==> src/core/pwdc_pkg.sv <==
// package: constants and carrier types for the pulse width and delay counter
package pwdc_pkg;

    // ------------------------------------------------------------------
    // counter layout
    // ------------------------------------------------------------------
    localparam int unsigned CNT_W = 16;
    localparam logic [15:0] CNT_ZERO = 16'h0000;
    localparam logic [15:0] CNT_FULL = 16'hffff;
    localparam logic [15:0] DATA_RST = 16'h0000;

    // ------------------------------------------------------------------
    // prescaler and clock selection
    // ------------------------------------------------------------------
    localparam int unsigned PRESC_W = 16;
    localparam int unsigned PSEL_W = 4;
    localparam int unsigned NUM_CK = 4;
    localparam logic [1:0] CKSEL_A = 2'h0;   // clk_sel_a
    localparam logic [1:0] CKSEL_B = 2'h2;   // clk_sel_b
    localparam logic [1:0] CKSEL_C = 2'h1;   // clk_sel_c, channels 1 and 3 only
    localparam logic [1:0] CKSEL_D = 2'h3;   // clk_sel_d, channels 1 and 3 only

    // ------------------------------------------------------------------
    // edge selection codes {edge_sel_hi, edge_sel_lo}
    // ------------------------------------------------------------------
    localparam logic [1:0] EDGE_FALL = 2'h0;
    localparam logic [1:0] EDGE_RISE = 2'h1;
    localparam logic [1:0] EDGE_LOW_W = 2'h2;   // low width / both edges
    localparam logic [1:0] EDGE_HIGH_W = 2'h3;  // high width / both edges

    // ------------------------------------------------------------------
    // noise filter
    // ------------------------------------------------------------------
    localparam int unsigned FILT_DEPTH = 3;

    // ------------------------------------------------------------------
    // types
    // ------------------------------------------------------------------
    typedef enum logic {
        PWDC_MODE_WIDTH = 1'b0,
        PWDC_MODE_DELAY = 1'b1
    } pwdc_mode_t;

    typedef enum logic [2:0] {
        PWDC_IDLE = 3'b001,
        PWDC_WAIT = 3'b010,
        PWDC_COUNT = 3'b100
    } pwdc_state_t;

    typedef struct packed {
        pwdc_mode_t mode;
        logic [1:0] edge_sel;          // {edge_sel_hi, edge_sel_lo}
        logic [1:0] clk_sel;
        logic chan_filter_en;
        logic split_8bit;              // 8-bit timer mode on channels 1 and 3
    } pwdc_cfg_t;

endpackage

==> src/core/pwdc_filter.sv <==
// noise filter and edge detector for the timer input pin
module pwdc_filter
    import pwdc_pkg::*;
#(
    parameter int unsigned DEPTH = FILT_DEPTH
)
(
    input wire logic clk_sys_in,
    input wire logic rst_n_in,
    input wire logic clear_in,
    input wire logic enable_in,
    input wire logic raw_in,
    output logic level_out,
    output logic rise_out,
    output logic fall_out
);

    logic [DEPTH-1:0] samp_reg;
    logic level_reg;
    logic level_next;

    // ------------------------------------------------------------------
    // sample history and filtered level
    // ------------------------------------------------------------------
    // with the filter enabled, the level moves only once all samples agree; disabled, it follows the newest sample
    always_comb
    begin
        level_next = level_reg;
        if (!enable_in)
            level_next = samp_reg[0];
        else if (&samp_reg)
            level_next = 1'b1;
        else if (~|samp_reg)
            level_next = 1'b0;
    end

    always_ff @(posedge clk_sys_in or negedge rst_n_in)
    begin
        if (!rst_n_in)
        begin
            samp_reg <= '0;
            level_reg <= 1'b0;
        end
        else if (clear_in)
        begin
            samp_reg <= '0;
            level_reg <= 1'b0;
        end
        else
        begin
            samp_reg <= {samp_reg[DEPTH-2:0], raw_in};
            level_reg <= level_next;
        end
    end

    // edge pulses are one cycle wide
    assign level_out = level_reg;
    assign rise_out = level_next & ~level_reg;
    assign fall_out = ~level_next & level_reg;

endmodule // pwdc_filter

==> src/core/pwdc_channel.sv <==
// one timer channel: pulse width measurement and one-shot delay counter
// Operation
// - start_trig in width mode arms, waits start edge
// - start edge clears counter, then counts up
// - capture edge copies counter, raises interrupt
// - overflow flag updated at every capture
// - after capture counter halts until start edge
// - stop_trig clears active, holds count and flag
// - unit disable resets all channel state
// - unit disabled ignores writes; enable leaves stopped
// - filter enable selects noise filter on input
// - prescaler sets four operation clock rates
// - delay mode: input edge starts down count
// - start_trig while active is software trigger
// - delay equals count period times data plus one
// - start triggers set matching active bits
// - delay trigger loads counter from data hold
// - zero count raises interrupt and stops
// - new data hold used from next period
// - channels 1 and 3 choose any clock in 8-bit mode
// - output level zero drives pin low
// - edge code 10 low width, 11 high
// - start_trig ignored while active in width mode
// - multiple full counts still set overflow
module pwdc_channel
    import pwdc_pkg::*;
#(
    parameter int unsigned CHAN_ID = 1
)
(
    input wire logic clk_sys_in,
    input wire logic rst_n_in,
    input wire logic unit_enable_in,
    input wire logic [NUM_CK*PSEL_W-1:0] prescaler_select_in,
    input wire pwdc_cfg_t cfg_in,
    input wire logic start_trig_in,
    input wire logic start_trig_hi1_in,
    input wire logic start_trig_hi3_in,
    input wire logic stop_trig_in,
    input wire logic data_wr_in,
    input wire logic [CNT_W-1:0] data_wdata_in,
    input wire logic event_in,
    input wire logic out_level_bit_in,
    output logic [CNT_W-1:0] cnt_value_out,
    output logic [CNT_W-1:0] data_hold_out,
    output logic overflow_flag_out,
    output logic chan_active_out,
    output logic active_hi1_out,
    output logic active_hi3_out,
    output logic chan_irq_out,
    output logic [NUM_CK-1:0] clk_sel_tick_out,
    output logic to_pin_out,
    output logic to_oe_out
);

    // ------------------------------------------------------------------
    // declarations
    // ------------------------------------------------------------------
    pwdc_state_t state_reg;
    logic [PRESC_W-1:0] presc_reg;
    logic [NUM_CK-1:0] tick;
    logic [1:0] ck_idx;
    logic count_tick;
    logic [CNT_W-1:0] cnt_reg;
    logic [CNT_W-1:0] data_reg;
    logic ovf_run_reg;
    logic ovf_reg;
    logic active_reg;
    logic hi1_reg;
    logic hi3_reg;
    logic irq_reg;
    logic pin_reg;
    logic ev_rise;
    logic ev_fall;
    logic width_mode;
    logic stop_ev;
    logic start_ev;
    logic start_first;
    logic w_start;
    logic w_cap;
    logic d_edge;
    logic d_trig;
    logic d_fire;
    logic is_split_chan;

    // picks the rising or the falling pulse
    function automatic logic edge_hit(input logic want_rise, input logic rise,
                                      input logic fall);
        edge_hit = want_rise ? rise : fall;
    endfunction

    // ------------------------------------------------------------------
    // prescaler: four operation clock enables
    // ------------------------------------------------------------------
    // free counter cleared while the unit is off
    always_ff @(posedge clk_sys_in or negedge rst_n_in)
    begin
        if (!rst_n_in)
            presc_reg <= '0;
        else if (!unit_enable_in)
            presc_reg <= '0;
        else
            presc_reg <= presc_reg + 1'b1;
    end

    // tick i fires once every 2**select cycles
    genvar gi;
    generate
        for (gi = 0; gi < NUM_CK; gi++)
        begin : g_tick
            logic [PSEL_W-1:0] sel;
            logic [PRESC_W-1:0] mask;
            assign sel = prescaler_select_in[gi*PSEL_W +: PSEL_W];
            assign mask = PRESC_W'((32'h1 << sel) - 32'h1);
            assign tick[gi] = unit_enable_in & ((presc_reg & mask) == mask);
        end
    endgenerate

    // channels 1 and 3 in 8-bit mode may use clk_sel_c and clk_sel_d
    assign is_split_chan = (CHAN_ID == 1) || (CHAN_ID == 3);
    assign ck_idx = (is_split_chan && cfg_in.split_8bit) ? cfg_in.clk_sel
                                                        : {cfg_in.clk_sel[1], 1'b0};
    assign count_tick = tick[{ck_idx[0], ck_idx[1]}];
    assign clk_sel_tick_out = tick;

    // ------------------------------------------------------------------
    // input filter and edge detection
    // ------------------------------------------------------------------
    pwdc_filter #(
        .DEPTH(FILT_DEPTH)
    ) u_filter (
        .clk_sys_in(clk_sys_in),
        .rst_n_in(rst_n_in),
        .clear_in(~unit_enable_in),
        .enable_in(cfg_in.chan_filter_en),
        .raw_in(event_in),
        .level_out(),
        .rise_out(ev_rise),
        .fall_out(ev_fall)
    );

    // ------------------------------------------------------------------
    // channel events
    // ------------------------------------------------------------------
    // triggers count only while the unit is powered
    assign width_mode = (cfg_in.mode == PWDC_MODE_WIDTH);
    assign stop_ev = unit_enable_in & stop_trig_in;
    assign start_ev = unit_enable_in & start_trig_in & ~stop_trig_in;
    assign start_first = start_ev & ~active_reg;
    // high width starts on rise; low width starts on fall
    assign w_start = width_mode & unit_enable_in & (state_reg == PWDC_WAIT) & ~stop_ev &
                     edge_hit(cfg_in.edge_sel[0], ev_rise, ev_fall);
    assign w_cap = width_mode & unit_enable_in & (state_reg == PWDC_COUNT) & ~stop_ev &
                   edge_hit(~cfg_in.edge_sel[0], ev_rise, ev_fall);
    assign d_edge = cfg_in.edge_sel[1] ? (ev_rise | ev_fall)
                                       : edge_hit(cfg_in.edge_sel[0], ev_rise, ev_fall);
    assign d_trig = ~width_mode & active_reg & unit_enable_in & ~stop_ev &
                    (d_edge | start_ev);
    assign d_fire = ~width_mode & (state_reg == PWDC_COUNT) & count_tick &
                    (cnt_reg == CNT_ZERO) & ~d_trig & ~stop_ev;

    // ------------------------------------------------------------------
    // state and active bits
    // ------------------------------------------------------------------
    always_ff @(posedge clk_sys_in or negedge rst_n_in)
    begin
        if (!rst_n_in)
            state_reg <= PWDC_IDLE;
        else if (!unit_enable_in || stop_ev)
            state_reg <= PWDC_IDLE;
        else if (start_first)
            state_reg <= PWDC_WAIT;
        else
        begin
            unique case (state_reg)
                PWDC_IDLE:
                    state_reg <= PWDC_IDLE;
                PWDC_WAIT:
                    if (w_start || d_trig)
                        state_reg <= PWDC_COUNT;
                PWDC_COUNT:
                    if (w_cap || d_fire)
                        state_reg <= PWDC_WAIT;
                default:
                    state_reg <= PWDC_IDLE;
            endcase
        end
    end

    // active bits set by triggers, cleared by stop or power off
    always_ff @(posedge clk_sys_in or negedge rst_n_in)
    begin
        if (!rst_n_in)
        begin
            active_reg <= 1'b0;
            hi1_reg <= 1'b0;
            hi3_reg <= 1'b0;
        end
        else if (!unit_enable_in || stop_ev)
        begin
            active_reg <= 1'b0;
            hi1_reg <= 1'b0;
            hi3_reg <= 1'b0;
        end
        else
        begin
            if (start_first)
                active_reg <= 1'b1;
            if (start_trig_hi1_in)
                hi1_reg <= 1'b1;
            if (start_trig_hi3_in)
                hi3_reg <= 1'b1;
        end
    end

    // ------------------------------------------------------------------
    // counter
    // ------------------------------------------------------------------
    always_ff @(posedge clk_sys_in or negedge rst_n_in)
    begin
        if (!rst_n_in)
            cnt_reg <= CNT_ZERO;
        else if (!unit_enable_in)
            cnt_reg <= CNT_ZERO;
        else if (stop_ev)
            cnt_reg <= cnt_reg;
        else if (w_start)
            cnt_reg <= CNT_ZERO;
        else if (d_trig)
            cnt_reg <= data_reg;
        else if ((state_reg == PWDC_COUNT) && count_tick && !w_cap)
        begin
            if (width_mode)
                cnt_reg <= cnt_reg + 1'b1;
            else if (cnt_reg != CNT_ZERO)
                cnt_reg <= cnt_reg - 1'b1;
        end
    end

    // ------------------------------------------------------------------
    // data hold: capture target or delay reload value
    // ------------------------------------------------------------------
    always_ff @(posedge clk_sys_in or negedge rst_n_in)
    begin
        if (!rst_n_in)
            data_reg <= DATA_RST;
        else if (!unit_enable_in)
            data_reg <= DATA_RST;
        else if (w_cap)
            data_reg <= cnt_reg;
        else if (data_wr_in && !width_mode)
            data_reg <= data_wdata_in;
    end

    // ------------------------------------------------------------------
    // overflow tracking
    // ------------------------------------------------------------------
    // running flag sticks over any number of wraps in one interval
    always_ff @(posedge clk_sys_in or negedge rst_n_in)
    begin
        if (!rst_n_in)
            ovf_run_reg <= 1'b0;
        else if (!unit_enable_in || w_start)
            ovf_run_reg <= 1'b0;
        else if (width_mode && (state_reg == PWDC_COUNT) && count_tick && !w_cap &&
                 !stop_ev && (cnt_reg == CNT_FULL))
            ovf_run_reg <= 1'b1;
    end

    always_ff @(posedge clk_sys_in or negedge rst_n_in)
    begin
        if (!rst_n_in)
            ovf_reg <= 1'b0;
        else if (!unit_enable_in)
            ovf_reg <= 1'b0;
        else if (w_cap)
            ovf_reg <= ovf_run_reg;
    end

    // ------------------------------------------------------------------
    // interrupt pulse and output pin
    // ------------------------------------------------------------------
    always_ff @(posedge clk_sys_in or negedge rst_n_in)
    begin
        if (!rst_n_in)
            irq_reg <= 1'b0;
        else
            irq_reg <= w_cap | d_fire;
    end

    // counting never drives the pin: it shows the output level bit
    always_ff @(posedge clk_sys_in or negedge rst_n_in)
    begin
        if (!rst_n_in)
            pin_reg <= 1'b0;
        else
            pin_reg <= unit_enable_in & out_level_bit_in;
    end

    assign cnt_value_out = cnt_reg;
    assign data_hold_out = data_reg;
    assign overflow_flag_out = ovf_reg;
    assign chan_active_out = active_reg;
    assign active_hi1_out = hi1_reg;
    assign active_hi3_out = hi3_reg;
    assign chan_irq_out = irq_reg;
    assign to_pin_out = pin_reg;
    assign to_oe_out = 1'b1;
endmodule // pwdc_channel

==> config.mk <==
export PLATFORM = sky130hd
export DESIGN_NAME = pwdc_channel
export DESIGN_NICKNAME = d
export VERILOG_FILES = /design/src/core/pwdc_pkg.sv /design/src/core/pwdc_filter.sv /design/src/core/pwdc_channel.sv
export SDC_FILE = /design/constraint.sdc
export NUM_CORES = 1
export LEC_CHECK = 0
export BUFFER_PORTS_ARGS = -buffer_cell sky130_fd_sc_hd__buf_2
export CORE_MARGIN = 2
export CORE_UTILIZATION = 50
export DETAILED_ROUTE_END_ITERATION = 8
export PLACE_DENSITY = 0.76
export SLEW_MARGIN = 20
export SYNTH_ARGS = -nofsm -noshare
export SYNTH_HDL_FRONTEND = slang
export SYNTH_SLANG_ARGS = --single-unit
export TNS_END_PERCENT = 50
==> constraint.sdc <==
create_clock -name clk_sys_in -period 3.13 [get_ports clk_sys_in]
set_clock_uncertainty 0.2 [all_clocks]
set_input_delay 0.1565 -clock clk_sys_in [delete_from_list [all_inputs] [get_ports clk_sys_in]]
set_output_delay 0.1565 -clock clk_sys_in [all_outputs]
set_load 0.03 [all_outputs]
== After elaboration in Yosys (flattened, before gate mapping) ==
Cells that the tools add are included.
Widths: inputs -> output; s select.

* Register bits: 62
* Bits of input ports: 49
* Output and inout port bits: 43
* Word-level logic and storage cells: 142

* $add $sub $neg: 7
* Order comparisons: 1
* Equal/unequal tests: 14
* Shift-type cells: 4
* Multiplexer cells: 37
* Bitwise operators: 41
* Reduce and logical (&&, ||, !) cells: 25

{| class="wikitable"
|+ Operators by type and width
! operator !! number
|-
| $mux 16 || 11
|-
| $sub 16x1->16 const B || 5
|-
| $and 16x16->16 || 4
|-
| $eq 16x16->1 || 4
|-
| $shl 1x4->16 const A || 4
|-
| $add 16x1->16 const B || 2
|-
| $and 1x1->1 || 27
|-
| $mux 1 || 19
|-
| $eq 16x16->1 const B || 1
|-
| $logic_not 16->1 || 1
|-
| $reduce_bool 16->1 || 1
|-
| $mux 3 || 5
|-
| $logic_and 1x1->1 || 8
|-
| $reduce_bool 2->1 || 4
|-
| $not 1->1 || 7
|-
| $pmux 3 s2 || 1
|-
| $reduce_and 3->1 || 2
|-
| $ne 5x2->1 const B || 1
|-
| $logic_or 1x1->1 || 4
|-
| $ne 4x1->1 const B || 1
|-
| $ne 4x2->1 const B || 1
|-
| $ne 4x4->1 const B || 1
|-
| $eq 3x2->1 const B || 1
|-
| $eq 3x3->1 const B || 1
|-
| 9 further kinds || 13
|}

== Logic depth before layout (Yosys ltp) ==
Gate-level depths: netlist of the first run.

* Word-level depth: 18
* Mapped depth: 15
* Gate-level depth less buffers: 13

== Cells and area by module ==
A second synthesis of the first run with hierarchy kept.

* Cell total of the unflattened synthesis: 596
* Area total of the unflattened synthesis: 4,924.7 sq um

{| class="wikitable"
|+ Modules (own cells, without submodules)
! module !! times used !! cells each !! area each (sq um) !! seq. area each (sq um)
|-
| pwdc_channel || 1 || 579 || 4,729.5 || 1,427.6
|-
| pwdc_filter || 1 || 17 || 195.2 || 100.1
|}

== Least setup slack after synthesis of the first run ==
Ideal clock, no wire load.

* Kind: in2reg
* From: input port prescaler_select_in[1]
* To: register cnt_reg[7], in the netlist cnt_value_out[7]
* Setup time: 0.137 ns
* Data arrival time: 3.526 ns
* Required time: 2.793 ns
* Slack: -0.733 ns
* Stages: 13
* Buffers on the path: 2
* Path through: buf_2 -> nor3_2 -> nand2b_1 -> ha_1 -> o221ai_1 -> a211oi_1 -> o211ai_1 -> a2111oi_2 -> mux2i_1 -> o41ai_4 -> buf_6 -> mux2i_1 -> a21oi_1

* Longest elaborated chain between the ends: 11

{| class="wikitable"
|+ RTL lines
! item !! RTL line !! RTL
|-
| from (decl) || pwdc_channel.sv:34 || <nowiki>input wire logic [NUM_CK*PSEL_W-1:0] prescaler_select_in,</nowiki>
|-
| $shl 1x4->16 (*) || pwdc_channel.sv:114 || <nowiki>assign mask = PRESC_W'((32'h1 << sel) - 32'h1);</nowiki>
|-
| $sub 16x1->16 (*) || pwdc_channel.sv:114 ||
|-
| $and 16x16->16 || pwdc_channel.sv:115 || <nowiki>assign tick[gi] = unit_enable_in & ((presc_reg & mask) == mask);</nowiki>
|-
| $eq 16x16->1 (*) || pwdc_channel.sv:115 ||
|-
| $and 1x1->1 (*) || pwdc_channel.sv:115 ||
|-
| named net clk_sel_tick_out[0] || pwdc_channel.sv:51 || <nowiki>output logic [NUM_CK-1:0] clk_sel_tick_out,</nowiki>
|-
| $bmux 1 s2 (*) || pwdc_channel.sv:123 || <nowiki>assign count_tick = tick[{ck_idx[0], ck_idx[1]}];</nowiki>
|-
| $mux 1 (implied by the code) (*) || pwdc_channel.sv:123 ||
|-
| $logic_and 1x1->1 (*) (2 in a row) || pwdc_channel.sv:231 || <nowiki>else if ((state_reg == PWDC_COUNT) && count_tick && !w_cap)</nowiki>
|-
| $ne 4x1->1 (no source line) (*) || - ||
|-
| $reduce_and 3->1 (no source line) (*) || - ||
|-
| to (signal assigned) || pwdc_channel.sv:230 || <nowiki>cnt_reg <= data_reg;</nowiki>
|-
| to (signal assigned) || pwdc_channel.sv:234 || <nowiki>cnt_reg <= cnt_reg + 1'b1;</nowiki>
|-
| to (signal assigned) || pwdc_channel.sv:236 || <nowiki>cnt_reg <= cnt_reg - 1'b1;</nowiki>
|-
| to (decl) || pwdc_channel.sv:64 || <nowiki>logic [CNT_W-1:0] cnt_reg;</nowiki>
|}

The timed path passes the listed nets; every way through them passes the cells marked *. The select of a mux whose other input is x is not followed.
A chain may end at the register's enable or synchronous reset.

== Worst setup path after layout of the first run ==
* From: register presc_reg[10]
* To: register cnt_reg[1], in the netlist cnt_value_out[1]

* Longest elaborated chain between the ends: 9
* Elaborated cells between the ends (all ways): 18
* Classes of those cells: eq/ne (5); mux (2); bitwise (8); reduce/logical (3)

{| class="wikitable"
|+ RTL lines
! item !! RTL line !! RTL
|-
| from (decl) || pwdc_channel.sv:60 || <nowiki>logic [PRESC_W-1:0] presc_reg;</nowiki>
|-
| from (signal assigned) || pwdc_channel.sv:103 || <nowiki>presc_reg <= presc_reg + 1'b1;</nowiki>
|-
| $and 16x16->16 || pwdc_channel.sv:115 ||
|-
| $eq 16x16->1 || pwdc_channel.sv:115 ||
|-
| $and 1x1->1 || pwdc_channel.sv:115 ||
|-
| $bmux 1 s2 (*) || pwdc_channel.sv:123 ||
|-
| $mux 1 (implied by the code) (*) || pwdc_channel.sv:123 ||
|-
| $logic_and 1x1->1 (*) (2 in a row) || pwdc_channel.sv:231 ||
|-
| $ne 4x1->1 (no source line) (*) || - ||
|-
| $reduce_and 3->1 (no source line) (*) || - ||
|}

Mark *: on every way between the ends. The rest lies on a longest branch, timed or not. The select of a mux whose other input is x is not followed.

==> results of run 1 <==
-- final cells by class --
cell class              count  area (um2)  share of cell area [%]
multi-input cells         460        3220                    48.6
flip-flops and latches     61        1530                    23.1
repair buffers            203        1420                    21.4
well taps                 129         161                    2.43
clock buffers              10         128                    1.92
clock inverters             6        87.6                    1.32
inverters                  22        82.6                    1.24
-- layer usage --
metal / vias up / global-route usage [%] / share of wire, %
li1: 2477 / - / -
met1: 2504 / 40.0 / 45
met2: 257 / 44.1 / 46
met3: 24 / 5.83 / 7.7
met4: 0 / 7.49 / 1.6
met5: - / 0 / 0
-- cells in the mapped netlist (3+ instances only) --
library cell / n
and2_1: 16
nor2b_1: 7
mux2i_1: 28
o21ai_1: 5
o221ai_1: 5
a21boi_0: 8
o21a_1: 9
buf_6: 3
nor2_1: 43
o22ai_1: 6
nand4_1: 11
nand2_1: 50
nand3_1: 19
buf_2: 14
o21bai_1: 4
ha_1: 21
nor4b_1: 3
o211ai_1: 5
a21o_1: 4
a211oi_1: 6
nor4_1: 10
dfrtp_1: 60
xor2_1: 6
xnor2_1: 19
or4b_2: 4
nor3_1: 8
clkbuf_1: 23
and3_1: 6
o21ai_0: 58
a21oi_1: 30
inv_1: 22
or3_1: 7
o31ai_1: 4
a31oi_1: 3
nand2b_1: 13
-- cell usage in the layout (no fill, tap or decap), drive strengths merged, types with 16 or more instances in the layout --
cell | synthesis | layout
and2 | 16 | 16
nor2 | 43 | 43
xnor2 | 19 | 19
a21oi | 30 | 30
nand3 | 19 | 19
inv | 22 | 22
nand2 | 50 | 50
dfrtp | 60 | 60
dlygate4sd3 | 0 | 22
mux2i | 28 | 28
buf | 18 | 181
ha | 21 | 21
o21ai | 63 | 63
-- worst max-delay path: stages, from the launching register on --
cell and delay (ns):
dfrtp_1 0.45, nand2b_1 0.16, o32ai_1 0.10, a21o_1 0.16, or4_4 0.53, o22ai_4 0.13, or4b_4 0.51, o41ai_4 0.08
buf_6 0.19, mux2_2 0.35, a21oi_2 0.12
-- repair_timing --
item,in CTS,in global routing
hold buffers,22,0
gates cloned,1,0
resized for setup,6,37
pin swaps,1,19
endpoints found under the hold margin,53,0
setup buffers,3,5
endpoints found under the setup margin,16,18
-- stage by stage --
stage               power (W)  hold slack (ns)  TNS [ns]  area (um2)  worst slack [ns]
floorplan             0.00108           -0.339     -7.78        4890            -0.556
global placement      0.00123           0.0750     -5.29        5940            -0.345
global route          0.00214           0.0891    -0.127        6640           -0.0254
CTS                   0.00204           0.0385         0        6470           0.00433
finish                0.00205           0.0508         0        6640            0.0800
detailed placement    0.00124           0.0728     -7.60        5940            -0.474
-- kinds of logic (layout without fill, tap and decap cells) --
group / after synthesis / count (layout) / synth area share [%]
xor+xnor: 25 / 25 / 4.51
buf+inv: 63 / 241 / 5.77
flops: 61 / 61 / 31.5
compound gates: 172 / 172 / 23.1
fa+ha+maj: 22 / 22 / 5.83
simple gates: 210 / 210 / 23.0
mux: 30 / 30 / 6.24
other cells: 1 / 1 / 0.0773
-- final timing paths --
kind / start / end / slack (ns)
max in group asynchronous: rst_n_in / state_reg[0] / 1.74
max: presc_reg[10] / cnt_value_out[1] / 0.08
min in group asynchronous: rst_n_in / data_hold_out[8] / 0.22
min: stop_trig_in / active_hi3_out / 0.05
max reg2reg: presc_reg[10] / cnt_value_out[1] / 0.08
min reg2reg: active_hi3_out / active_hi3_out / 0.29
-- power by group through the flow --
stage,Combinational (W),Sequential [W],Clock (W)
floorplan,0.000190,0.000891,0
global placement,0.000385,0.000848,0
detailed placement,0.000395,0.000850,0
CTS,0.000420,0.000835,0.000788
global route,0.000476,0.000838,0.000827
finish,0.000437,0.000836,0.000779
==> qor.yml, run 1 <==
clock_tree:
  clk_latency_ns: 0.35
  cts_tree: "built"
  cts_made_buffers: 9
  clk_pin_slew_ns: 0.07
  htree_levels: 3
  clockBufferDepth: 2
  cts_sinks: 61
  clockRootBuffer: "clkbuf_8"
worst_hold_path:
  min_path_type: "input port to flop"
  hold_path_depth: 3
placement:
  io_buffer_count: 90
  dp.cells: 844
  gp_congestion: 1.01
  place_hpwl_mm: 10.4
cells_and_area:
  fin_util_pct: 71.2
  areaGrowthSynthToFinish_pct: 36.8
  drive_gt1_share_pct: 31.4
  layout.cells.non_filler: 891
  fillers: 704
  final_nets: 828
  antenna_cells: 0
synthesis:
  synth_edf_count: 0
  ys_seq_elements: 61
  synth_warnings: 0
  ys_types: 66
  syn_inst: 584
  synth_top_area_cell: "dfrtp_1"
  async_reset_ff_share_pct: 100
  syn_avg_cell_area_um2: 8.31
  synth_top_area_share_pct: 30.9
  synth_area_leaders: "dfrtp_1 (31%), o21ai_0 (6.0%), mux2i_1 (5.8%)"
  synthesis.nets: 655
  synth.cell_area_um2: 4850
  synth_flop_cell: "dfrtp_1"
  seq_area_frac_synth_pct: 31.5
power_and_ir_drop:
  worst_ir_drop_vdd_mv: 0.369
  clock_power_share_pct: 38.0
  p_int_w: 0.00144
  p_sw_share_pct: 29.6
  combPwrFrac_pct: 21.3
  p_per_area_nw_per_um2: 309
  p_switching_w: 0.000608
  leakage_nw: 3.11
  pwr-share-seq_pct: 40.7
timing:
  setup_violations: 0
  finalHoldViolations: 0
  slew_violations: 0
  fmax_ghz: 0.328
  fin_crit_ns: 3.05
  slew_headroom_pct: 47.3
  tightest_slew_ns: 0.790
  fin_crit_sh_pct: 97.4
  rsz0062_at_grt: "yes"
floorplanning:
  boundaryPins: 92
  rows: 35
  dieArea_um2: 10500
  initial_core_util_pct: 52.0
  fp.dieH_um: 103
  fp.dieW_um: 103
  core_area_um2: 9330
critical_path:
  worst_ep_arrival_time_ns: 3.13
  path_class: "flop to flop"
  startpoint_type: "flop"
  crit_fanout: 4
  crit_required_ns: 3.21
  cp-end-kind: "flop"
  reg2regPathDepth: 10
grt:
  grt_pass1_wl_mm: 23.5
  first_global_vias: 4855
  overflow: 0
  antenna_found_initial: 0
  grt_max_degree: 35
  grt_util_all_layers_pct: 28.2
drt:
  vias: 5262
  routed_wl_mm: 15.0
  viasPerCell: 5.91
  drc: 0
  drtIter0Drc: 348
  wl_per_cell_um: 16.8
  ant_nets: 0
  first_pass_iters: 5
run_status:
  status: "finished, final reports clean"
flow_run:
  cap_violations: 0
No activity file was read; power rests on OpenSTA's default activity.
==> inputs of run 2 (changes only) <==
- CORE_UTILIZATION: 50 -> 51
- PLACE_DENSITY: 0.76 -> 0.77
- SLEW_MARGIN: 20 -> not set
==> run 2 against run 1 <==
Effect of this change:
- global-route usage grew 0.89 points
- cell area down 0.70%
- largest power group unchanged
- fmax increased by 0.25%
- non-clock buffer count is 2 higher
- sequential share of layout area rose by 0.14 points
- first-iteration DRC count increased by 14%
- routed wire length grew 1.3%
- sequential power hardly changed
- largest cell class unchanged
- core utilization is 0.17 points higher
==> qor.yml, run 2 (synthesized netlist as in run 1, its figures left out) <==
floorplanning:
  fp.dieW_um: 102  # -0.95%
  fp.dieH_um: 102  # -0.95%
  initial_core_util_pct: 52.5  # +0.49 points
  dieArea_um2: 10300  # -1.9%
  core_area_um2: 9240  # -0.94%
  rows: 35  # unchanged
  boundaryPins: 92  # unchanged
power_and_ir_drop:
  worst_ir_drop_vdd_mv: 0.289  # -22%
  p_per_area_nw_per_um2: 303  # -1.9%
  finalPower_w: 0.00200  # -2.6%
  leakage_nw: 3.12  # +0.34%
clock_tree:
  htree_levels: 3  # unchanged
  cts_made_buffers: 9  # unchanged
  cts_tree: "built"
  clockRootBuffer: "clkbuf_8"
  clk_latency_ns: 0.34  # about the same
  clockBufferDepth: 2  # unchanged
  cts_sinks: 61  # unchanged
  clk_pin_slew_ns: 0.07  # about the same
timing:
  tightest_slew_ns: 0.963  # +0.173 ns
  slew_violations: 0  # unchanged
  rsz0062_at_grt: "yes"
  hold_ws_ns: 0.0643  # +0.0136 ns
  slew_headroom_pct: 35.8  # -12 points
  fin_crit_sh_pct: 97.2  # -0.25 points
  fin_crit_ns: 3.04  # -0.00767 ns
  fmax_ghz: 0.329  # +0.25%
  setup_violations: 0  # unchanged
  finalHoldViolations: 0  # unchanged
cells_and_area:
  antenna_cells: 0  # unchanged
  fillers: 693  # -1.6%
  mostFrequentLayoutCells: "buf_2 (90), buf_4 (86), dfrtp_1 (58)"
  layout_commonest_cell: "buf_2"
  final_area_um2: 6590  # -0.70%
  layout.cells.non_filler: 893  # +0.22%
  final_nets: 830  # +0.24%
  fin_util_pct: 71.3  # +0.17 points
  drive_gt1_share_pct: 31.4  # +0.049 points
  areaGrowthSynthToFinish_pct: 35.8
critical_path:
  startpoint_type: "flop"
  cp-end-kind: "flop"
  crit_fanout: 9  # +5
  worst_ep_arrival_time_ns: 3.05  # -0.08 ns
  path_class: "flop to flop"
  r2r_slack_ns: 0.09  # about the same
  crit_required_ns: 3.13  # -0.08 ns
placement:
  placed_area_um2: 5950  # +0.13%
  gp_congestion: 0.921  # -8.4%
  io_buffer_count: 90  # unchanged
  dp.cells: 845  # +0.12%
  place_hpwl_mm: 10.4  # +0.12%
drt:
  ant_nets: 0  # unchanged
  viasPerCell: 5.95  # +0.72%
  routed_wl_mm: 15.2  # +1.3%
  vias: 5312  # +0.95%
  drtIter0Drc: 395  # +14%
  first_pass_iters: 6  # +1
  wl_per_cell_um: 17.0  # +1.1%
  drc: 0  # unchanged
grt:
  first_global_vias: 5100  # +5.0%
  grt_util_all_layers_pct: 29.1  # +0.89 points
  grt_pass1_wl_mm: 24.2  # +3.0%
  overflow: 0  # unchanged
  antenna_found_initial: 0  # unchanged
  grt_max_degree: 42  # +20%
worst_hold_path:
  min_path_type: "input port to flop"
flow_run:
  cap_violations: 0  # unchanged
run_status:
  status: "finished, final reports clean"
## run 2: power by group
group | total [W] | internal, W | switching, W
registers | 0.000837 | 0.000815 | 0.0000227
logic | 0.000439 | 0.000186 | 0.000254
clock network | 0.000722 | 0.000386 | 0.000336
total | 0.00200 | 0.00139 | 0.000612
## run 2: final cells by class
cell class              instances  area [um2]  area share [%]
repair buffers                205        1430            21.7
clock buffers                  10         138            2.09
clock inverters                 6        62.6           0.949
flip-flops and latches         61        1530            23.2
well taps                     129         161            2.45
inverters                      22        82.6            1.25
multi-input cells             460        3190            48.4
## run 2: layer usage
| layer | global-route usage, % | wire [um] |
|---|---|---|
| met5 | 0 | 0 |
| met1 | 41.3 | 6520 |
| met3 | 4.35 | 1160 |
| met4 | 8.52 | 284 |
| met2 | 46.2 | 7200 |
## run 2: through the flow
stage | worst slack (ns) | setup TNS [ns]
after floorplan | -0.556 | -7.78
after global routing | -0.0438 | -0.129
after detailed placement | -0.539 | -8.21
after CTS | 0.0291 | 0
after global placement | -0.423 | -6.25
final | 0.0877 | 0
## run 2: repair_timing
item / 4_1_cts / 5_1_grt
hold endpoints to repair: 61 / 0
hold buffers: 23 / 0
buffers inserted: 3 / 5
pin swaps: 1 / 12
endpoints found under the setup margin: 16 / 17
gates cloned: 0 / 1
resized for setup: 7 / 26
## run 2: worst max-delay path, stage by stage, from the launching register on
cell and delay [ns]:
dfrtp_1 0.35, buf_4 0.18, o21ai_0 0.10, a31o_2 0.24, or4_4 0.53, o22ai_2 0.13
or4b_4 0.50, o41ai_4 0.07, buf_6 0.20, buf_12 0.13, mux2i_1 0.19, a21oi_1 0.09
## run 2: final timing paths
| path | start | endpoint | cells after the start |
|---|---|---|---|
| min reg2reg | active_hi3_out | active_hi3_out | 2 |
| max reg2reg | presc_reg[8] | cnt_value_out[5] | 11 |
| min in group asynchronous | rst_n_in | data_hold_out[8] | 2 |
| max | presc_reg[8] | cnt_value_out[5] | 11 |
| min | stop_trig_in | active_hi1_out | 3 |
| max in group asynchronous | rst_n_in | state_reg[0] | 3 |
